<file path="src/logic/scw_pkg.sv">
package scw_pkg;

    // ------------------------------------------------------------
    // Widths and encodings
    // ------------------------------------------------------------
    localparam int          OVS_W        = 4;
    localparam logic [3:0]  OVS_MIN_M1   = 4'h3;  // Factor 4, field holds factor minus one
    localparam logic [3:0]  OVS_MAX_M1   = 4'hF;  // Factor 16
    localparam logic [3:0]  OVS_RST      = 4'hF;
    localparam logic [3:0]  CNT_ZERO     = 4'h0;
    localparam logic [2:0]  BIT_LAST     = 3'h7;
    localparam logic [2:0]  BIT_ZERO     = 3'h0;
    localparam logic        ONES_BIT     = 1'b1;  // Refusal level on the serial output

    // ------------------------------------------------------------
    // Power states
    // ------------------------------------------------------------
    typedef enum logic [2:0] {
        PWR_ACTIVE     = 3'h0,
        PWR_SLEEP      = 3'h1,
        PWR_DEEP_SLEEP = 3'h2,
        PWR_HIBERNATE  = 3'h3,
        PWR_STOP       = 3'h4
    } scw_power_t;

    // ------------------------------------------------------------
    // Configuration carried as one group
    // ------------------------------------------------------------
    typedef struct packed {
        logic       enable;
        logic       master_mode;
        logic [1:0] submode;                // 0: clock phase/polarity mode 0 submode
        logic [3:0] oversample_factor;      // Factor minus one
        logic       late_sample;
        logic       median;
        logic       select_clock_source;
        logic       transfer_clock_source;
    } scw_cfg_t;

    localparam logic [1:0] SUBMODE_MOTO0 = 2'h0;

    // Synchronised link inputs
    typedef struct packed {
        logic sclk;
        logic ssel_n;
        logic mosi;
        logic miso;
    } scw_lines_t;

endpackage

</file>
<file path="src/logic/scw_clock_wake.sv">
`timescale 1ns/100ps
// Functional notes
// Internal mode oversamples fast clock, low field
// Master accepts oversample factors four to sixteen
// Software keeps master factor six to sixteen
// Late sampling control resets cleared
// Slave ignores factor, times from sampled clock
// Software keeps clock ratio per filter settings
// External select only slave, submode zero
// Select source chooses internal or external detection
// Software keeps transfer clock source zero
// Both sources zero: internal, Active/Sleep only
// External select detection sets wakeup cause
// Software masks wakeup in Active state
// Active/Sleep: internal logic carries the transfer
// Deep-Sleep masked: refuse with ones on output
// No function in Hibernate or Stop
// Median control filters input lines, three taps
// Software disables block before switching clocking
// Wakeup cause sticky, crossed safely
// Wakeup request only when cause and mask
module scw_clock_wake (
    input  wire logic                clock,        // System fast clock, 10 MHz
    input  wire logic                resetn,       // Synchronous reset, active low
    input  wire scw_pkg::scw_cfg_t   cfg,          // Block configuration
    input  wire scw_pkg::scw_power_t power_state,  // System power state
    input  wire logic                wake_mask,    // Wakeup cause mask
    input  wire logic                wake_clear,   // Clear wakeup cause, one-cycle pulse
    input  wire logic                sclk_in,      // Serial clock pin in
    input  wire logic                ssel_n_in,    // Slave select pin in, active low
    input  wire logic                mosi_in,      // Master-out line in
    input  wire logic                miso_in,      // Slave-out line in, used as master
    output logic                     sclk_out,     // Serial clock out as master
    output logic                     sclk_oe,      // Serial clock drive enable
    output logic                     miso_out,     // Slave-out line driven
    output logic                     miso_oe,      // Slave-out drive enable
    output logic                     wake_cause,   // Sticky wakeup cause
    output logic                     wake_irq,     // Wakeup interrupt request
    output logic                     bit_strobe,   // One-cycle pulse per sampled bit
    output logic                     sample_bit,   // Last sampled input bit
    output logic                     cfg_error     // Unsupported clocking setting
);

    // ------------------------------------------------------------
    // Input synchronisers
    // ------------------------------------------------------------
    scw_pkg::scw_lines_t meta_reg;
    scw_pkg::scw_lines_t sync_reg;
    scw_pkg::scw_lines_t tap1_reg;
    scw_pkg::scw_lines_t tap2_reg;
    scw_pkg::scw_lines_t line;
    scw_pkg::scw_lines_t raw;

    assign raw = '{sclk: sclk_in, ssel_n: ssel_n_in, mosi: mosi_in, miso: miso_in};

    // Two stages for every pin; the first is read only by the second
    always_ff @(posedge clock) begin
        if (!resetn) begin
            meta_reg <= '{sclk: 1'b0, ssel_n: 1'b1, mosi: 1'b0, miso: 1'b0};
            sync_reg <= '{sclk: 1'b0, ssel_n: 1'b1, mosi: 1'b0, miso: 1'b0};
        end else begin
            meta_reg <= raw;
            sync_reg <= meta_reg;
        end
    end

    // ------------------------------------------------------------
    // Median filter
    // ------------------------------------------------------------
    // Three-tap history; costs one cycle of latency, hence the higher ratios
    always_ff @(posedge clock) begin
        if (!resetn) begin
            tap1_reg <= '{sclk: 1'b0, ssel_n: 1'b1, mosi: 1'b0, miso: 1'b0};
            tap2_reg <= '{sclk: 1'b0, ssel_n: 1'b1, mosi: 1'b0, miso: 1'b0};
        end else begin
            tap1_reg <= sync_reg;
            tap2_reg <= tap1_reg;
        end
    end

    // Majority of three taps when enabled, bypass otherwise
    always_comb begin
        if (cfg.median) begin
            line = (sync_reg & tap1_reg) | (sync_reg & tap2_reg) | (tap1_reg & tap2_reg);
        end else begin
            line = sync_reg;
        end
    end

    // ------------------------------------------------------------
    // Mode decode
    // ------------------------------------------------------------
    logic powered;
    logic int_ok;
    logic ext_sel;
    logic refuse;
    logic is_slave;

    // Nothing runs in Hibernate or Stop
    assign powered  = cfg.enable && (power_state == scw_pkg::PWR_ACTIVE ||
                                     power_state == scw_pkg::PWR_SLEEP ||
                                     power_state == scw_pkg::PWR_DEEP_SLEEP);
    // Internal logic only in Active and Sleep
    assign int_ok   = powered && power_state != scw_pkg::PWR_DEEP_SLEEP;
    assign is_slave = !cfg.master_mode;
    // External select only for a slave in submode zero
    assign ext_sel  = powered && cfg.select_clock_source && is_slave &&
                      cfg.submode == scw_pkg::SUBMODE_MOTO0;
    assign refuse   = ext_sel && power_state == scw_pkg::PWR_DEEP_SLEEP && wake_mask;

    // Flag settings the hardware does not support
    always_ff @(posedge clock) begin
        if (!resetn) begin
            cfg_error <= 1'b0;
        end else begin
            cfg_error <= cfg.enable && (cfg.transfer_clock_source ||
                         (cfg.select_clock_source && !(is_slave &&
                          cfg.submode == scw_pkg::SUBMODE_MOTO0)) ||
                         (cfg.master_mode &&
                          cfg.oversample_factor < scw_pkg::OVS_MIN_M1));
        end
    end

    // ------------------------------------------------------------
    // Edge detection on the sampled serial clock
    // ------------------------------------------------------------
    logic sclk_prev_reg;
    logic ssel_prev_reg;
    logic sclk_rise;
    logic sclk_fall;
    logic sel_fall;

    always_ff @(posedge clock) begin
        if (!resetn) begin
            sclk_prev_reg <= 1'b0;
            ssel_prev_reg <= 1'b1;
        end else begin
            sclk_prev_reg <= line.sclk;
            ssel_prev_reg <= line.ssel_n;
        end
    end

    assign sclk_rise = line.sclk && !sclk_prev_reg;
    assign sclk_fall = !line.sclk && sclk_prev_reg;
    assign sel_fall  = !line.ssel_n && ssel_prev_reg;

    // ------------------------------------------------------------
    // Master bit timing by oversampling
    // ------------------------------------------------------------
    logic [3:0] ovs_cnt_reg;
    logic       half_reg;
    logic       ovs_tick;
    logic [3:0] ovs_eff;
    logic [3:0] ovs_half;

    // Clamp below the supported minimum factor
    assign ovs_eff  = (cfg.oversample_factor < scw_pkg::OVS_MIN_M1) ?
                      scw_pkg::OVS_MIN_M1 : cfg.oversample_factor;
    assign ovs_half = ovs_eff >> 1;
    assign ovs_tick = (ovs_cnt_reg == scw_pkg::CNT_ZERO);

    // Counter reloads each half bit; low field sets the factor
    always_ff @(posedge clock) begin
        if (!resetn || !(int_ok && cfg.master_mode)) begin
            ovs_cnt_reg <= scw_pkg::OVS_RST;
            half_reg    <= 1'b0;
        end else if (ovs_tick) begin
            half_reg    <= !half_reg;
            ovs_cnt_reg <= half_reg ? (ovs_eff - ovs_half - 4'h1) : ovs_half;
        end else begin
            ovs_cnt_reg <= ovs_cnt_reg - 4'h1;
        end
    end

    // Serial clock driven only as master in an internal state
    always_ff @(posedge clock) begin
        if (!resetn) begin
            sclk_out <= 1'b0;
            sclk_oe  <= 1'b0;
        end else begin
            sclk_out <= int_ok && cfg.master_mode && half_reg;
            sclk_oe  <= int_ok && cfg.master_mode;
        end
    end

    // ------------------------------------------------------------
    // Sampling point
    // ------------------------------------------------------------
    logic sample_now;

    // Late sampling as master waits for the next half bit, giving slack
    assign sample_now = cfg.master_mode ?
                        (int_ok && ovs_tick && (half_reg ^ cfg.late_sample)) :
                        (int_ok && !line.ssel_n && sclk_rise);

    always_ff @(posedge clock) begin
        if (!resetn) begin
            bit_strobe <= 1'b0;
            sample_bit <= 1'b0;
        end else begin
            bit_strobe <= sample_now;
            if (sample_now) begin
                sample_bit <= cfg.master_mode ? line.miso : line.mosi;
            end
        end
    end

    // ------------------------------------------------------------
    // Wakeup cause and request
    // ------------------------------------------------------------
    // Set beats clear so a select in the clearing cycle is kept
    always_ff @(posedge clock) begin
        if (!resetn) begin
            wake_cause <= 1'b0;
        end else if (ext_sel && sel_fall) begin
            wake_cause <= 1'b1;
        end else if (wake_clear) begin
            wake_cause <= 1'b0;
        end
    end

    always_ff @(posedge clock) begin
        if (!resetn) begin
            wake_irq <= 1'b0;
        end else begin
            wake_irq <= ((ext_sel && sel_fall) || (wake_cause && !wake_clear)) && wake_mask;
        end
    end

    // ------------------------------------------------------------
    // Refusal of the interrupted transfer
    // ------------------------------------------------------------
    logic refusing_reg;

    // Hold the refusal for the whole selected period
    always_ff @(posedge clock) begin
        if (!resetn || line.ssel_n || !ext_sel) begin
            refusing_reg <= 1'b0;
        end else if (refuse && sel_fall) begin
            refusing_reg <= 1'b1;
        end
    end

    // Slave output: ones while refusing, idle high otherwise
    always_ff @(posedge clock) begin
        if (!resetn) begin
            miso_out <= scw_pkg::ONES_BIT;
            miso_oe  <= 1'b0;
        end else begin
            miso_out <= scw_pkg::ONES_BIT;
            miso_oe  <= is_slave && !line.ssel_n && (refusing_reg || int_ok) && powered;
        end
    end

    // ------------------------------------------------------------
    // Checks
    // ------------------------------------------------------------
    a_irq_gate: assert property (@(posedge clock) disable iff (!resetn)
        wake_irq |-> $past(wake_mask))
        else $error("wake request without mask");
    a_cause_sticky: assert property (@(posedge clock) disable iff (!resetn)
        wake_cause && !wake_clear |=> wake_cause)
        else $error("wake cause dropped");
    a_cause_set: assert property (@(posedge clock) disable iff (!resetn)
        ext_sel && sel_fall |=> wake_cause)
        else $error("select not caught");
    // Refusal only owed while still selected with external select in force
    a_refuse_ones: assert property (@(posedge clock) disable iff (!resetn)
        refusing_reg && ext_sel && !line.ssel_n |=> miso_out && miso_oe)
        else $error("refusal not driving ones");
    a_hib_quiet: assert property (@(posedge clock) disable iff (!resetn)
        (power_state == scw_pkg::PWR_HIBERNATE) [*2] |-> !sclk_oe && !bit_strobe)
        else $error("activity in hibernate");
    a_deep_no_int: assert property (@(posedge clock) disable iff (!resetn)
        power_state == scw_pkg::PWR_DEEP_SLEEP |=> !bit_strobe)
        else $error("internal sampling in deep sleep");
    a_master_clk: assert property (@(posedge clock) disable iff (!resetn)
        !(int_ok && cfg.master_mode) |=> !sclk_oe)
        else $error("clock driven outside master");
    a_ext_slave: assert property (@(posedge clock) disable iff (!resetn)
        cfg.master_mode && !wake_cause |=> !wake_cause)
        else $error("external select as master");
    a_late_point: assert property (@(posedge clock) disable iff (!resetn)
        bit_strobe && cfg.master_mode && $past(cfg.master_mode) |->
        sclk_out != $past(cfg.late_sample))
        else $error("master sample point off");
    c_wake: cover property (@(posedge clock) disable iff (!resetn) wake_irq);
    c_refuse: cover property (@(posedge clock) disable iff (!resetn) refusing_reg);
    c_master_bit: cover property (@(posedge clock) disable iff (!resetn)
        bit_strobe && cfg.master_mode);
    c_slave_bit: cover property (@(posedge clock) disable iff (!resetn)
        bit_strobe && !cfg.master_mode);

endmodule

</file>
<file path="config.mk">
export PLATFORM = sky130hd
export DESIGN_NAME = scw_clock_wake
export DESIGN_NICKNAME = d
export VERILOG_FILES = /design/src/logic/scw_pkg.sv /design/src/logic/scw_clock_wake.sv
export SDC_FILE = /design/constraint.sdc
export NUM_CORES = 1
export LEC_CHECK = 0
export ABC_AREA = 1
export BUFFER_PORTS_ARGS = -buffer_cell sky130_fd_sc_hd__buf_2
export CORE_ASPECT_RATIO = 0.8
export CORE_UTILIZATION = 53
export DETAILED_ROUTE_END_ITERATION = 10
export GPL_TIMING_DRIVEN = 0
export PLACE_DENSITY = 0.78
export SLEW_MARGIN = 20
export SYNTH_ARGS = -nofsm -noshare
export SYNTH_HDL_FRONTEND = slang
export SYNTH_SLANG_ARGS = --single-unit
</file>
<file path="constraint.sdc">
create_clock -name clock -period 2.6 [get_ports clock]
set_input_delay 0.52 -clock clock [delete_from_list [all_inputs] [get_ports clock]]
set_output_delay 0.52 -clock clock [all_outputs]
set_load 0.05 [all_outputs]
</file>
==> flow_summary.yaml <==
synth:
  synth-warning-count: 0
  ys_seq_area_share_pct: 43.0
  synth_top_cell_by_area: "dfxtp_1"
  avgSynthCellArea_um2: 7.30
  synth_edf_count: 0
  synthArstFlopShare_pct: 0
  syn_nets: 233
  synth_area_um2: 1490
  synth_top_area_share_pct: 43.0
  synthTopCellsByArea: "dfxtp_1 43%, inv_1 12%, nand2_1 12%"
  synth_seq_cells: 32
  synth_cell_types: 29
  synth_flop_cell: "dfxtp_1"
  netlist_instances: 204
layout:
  synthToLayoutAreaGrowth_pct: 17.1
  n_antenna_cell: 0
  drive_above_1_share_pct: 22.7
  mostFrequentLayoutCells: "49 x inv_1, 47 x nand2_1, 32 x dfxtp_1"
  layout.cells.non_filler: 278
  mostFrequentLayoutCell: "inv_1"
  final_nets: 270
place:
  portBuffers: 30
  dp_slack_ns: 0.0906
  dpl.hpwl_mm: 2.09
  post-place-cells: 270
  place_congestion: 0.790
setup_path:
  arrival_ns: 2.44
  start_kind: "input port"
  end_kind: "flip-flop"
  crit_fanout: 5
  crit_required_ns: 2.86
  crit_type: "in2reg"
sta:
  max_freq_mhz: 459
  rsz0062_at_grt: "false"
  hold_viol_final: 0
  final-setup-viol-count: 0
  fin_crit_ns: 2.18
  tns_ns: 0
  fin_ws_ns: 0.424
  clock_skew_ns: 0.00376
  drv_slew: 0
  finalCritPeriodShare_pct: 83.7
  whs_ns: 0.372
cts:
  root_buffer: "clkbuf_4"
  cts-htree-levels: 2
  clock_sinks: 32
  cts_tree: "built"
  clk_pin_slew_ns: 0.09
  worstSkewPairLatency_ns: 0.33
  cts_inserted_buffers: 5
  post_cts_buffers: 0
  clockBufferDepth: 2
  cts_resized: 0
  ctsHoldBuffers: 0
route:
  drt_first_iter_violations: 48
  dr.pass1.iters: 4
  vias: 1260
  ant_nets: 0
  drc: 0
  routedWlPerCell_um: 9.39
  routed_via_density: 4.53
  wl_mm: 2.61
die:
  die_h_um: 49.4
  initial_core_util_pct: 58.1
  dieArea_um2: 3030
  io_pins: 32
  dieWidth_um: 61.3
  row_count: 16
  core_um2: 2560
global_routing:
  grt_use_total_pct: 20.9
  antenna_found_initial: 0
  grt_start_max_net_pins: 11
  grt_overflow: 0
  grt_pass1_wl_mm: 4.57
  grt_pass1_vias: 1158
run_status:
  status: "complete, no violations"
power:
  power_leakage_nw: 1.01
  ir_drop_mv: 0.321
  pwr_density_cell_nw_per_um2: 512
worst_hold_path:
  hold_class: "in2reg"
flow_run:
  maxCapViolCount: 0
[per-layer routing]
layer  track usage (%)  wire length [um]  vias to the layer above
met4              6.82                30                        0
met1              27.3              1360                      543
met5                 0                 0                        -
met3              9.55               154                        4
li1                  -                 -                      684
met2              30.1              1070                       29
[power breakdown]
part / leakage, nW / internal [mW] / switching [mW] / total [mW]
clock network: 0.0326 / 0.133 / 0.157 / 0.291
registers: 0.261 / 0.500 / 0.00433 / 0.505
logic: 0.720 / 0.0396 / 0.0579 / 0.0975
total: 1.01 / 0.673 / 0.219 / 0.893
[cell type report]
type,instances,area (um^2)
clock buffer,8,58.8
sequential,32,641
inverter,51,191
tap,36,45.0
buffer,3,22.5
timing repair buffer,30,150
multi-input combinational,118,634
fill,263,820
[metrics by stage]
stage | power (mW) | utilization, % | area, um^2
5_1_grt | 0.945 | 68.0 | 1740
3_3_place_gp | 0.611 | 65.7 | 1680
6_report | 0.893 | 68.0 | 1740
3_5_place_dp | 0.614 | 65.7 | 1680
2_1_floorplan | 0.579 | - | 1490
4_1_cts | 0.901 | 68.0 | 1740
[worst paths after layout]
path                     to           start  slack (ns)  cells past startpoint
max reg2reg  ovs_cnt_reg[0]  ovs_cnt_reg[0]        1.22                      8
max          ovs_cnt_reg[1]          cfg[7]        0.42                     13
min reg2reg     sync_reg[2]     meta_reg[2]        0.41                      1
min             meta_reg[1]         mosi_in        0.37                      3
[critical path, cell delays in order]
cell and delay (ns):
buf_2 0.10, inv_1 0.10, ha_1 0.15, a21boi_2 0.22, inv_1 0.11, nand2_1 0.12, inv_1 0.09, ha_1 0.22
inv_1 0.07, fa_1 0.40, a21oi_1 0.14, o21ai_0 0.11, o211ai_1 0.09
[cells by family (layout without fill, tap and decap cells)]
logic type / Yosys count / count (layout) / share of synthesized area (%)
xor gates and xnor gates: 4 / 4 / 2.35
other: 1 / 1 / 0.252
AOI/OAI and AO/OA: 19 / 19 / 7.65
adders and majority gates: 6 / 6 / 5.55
buffers and inverters: 54 / 92 / 14.4
and+or+nand+nor: 88 / 88 / 26.8
DFF: 32 / 32 / 43.0
[synthesized netlist by cell type (2+ instances only)]
library cell,n
inv_1,49
nand2_1,47
dfxtp_1,32
nand3_1,12
nor2_1,11
a21oi_1,7
o21ai_0,7
ha_1,5
nor2_2,5
or2_2,4
nor3_1,3
xor2_1,3
inv_2,2
o211ai_1,2
Note: power is estimated with default switching activity, not from simulation.
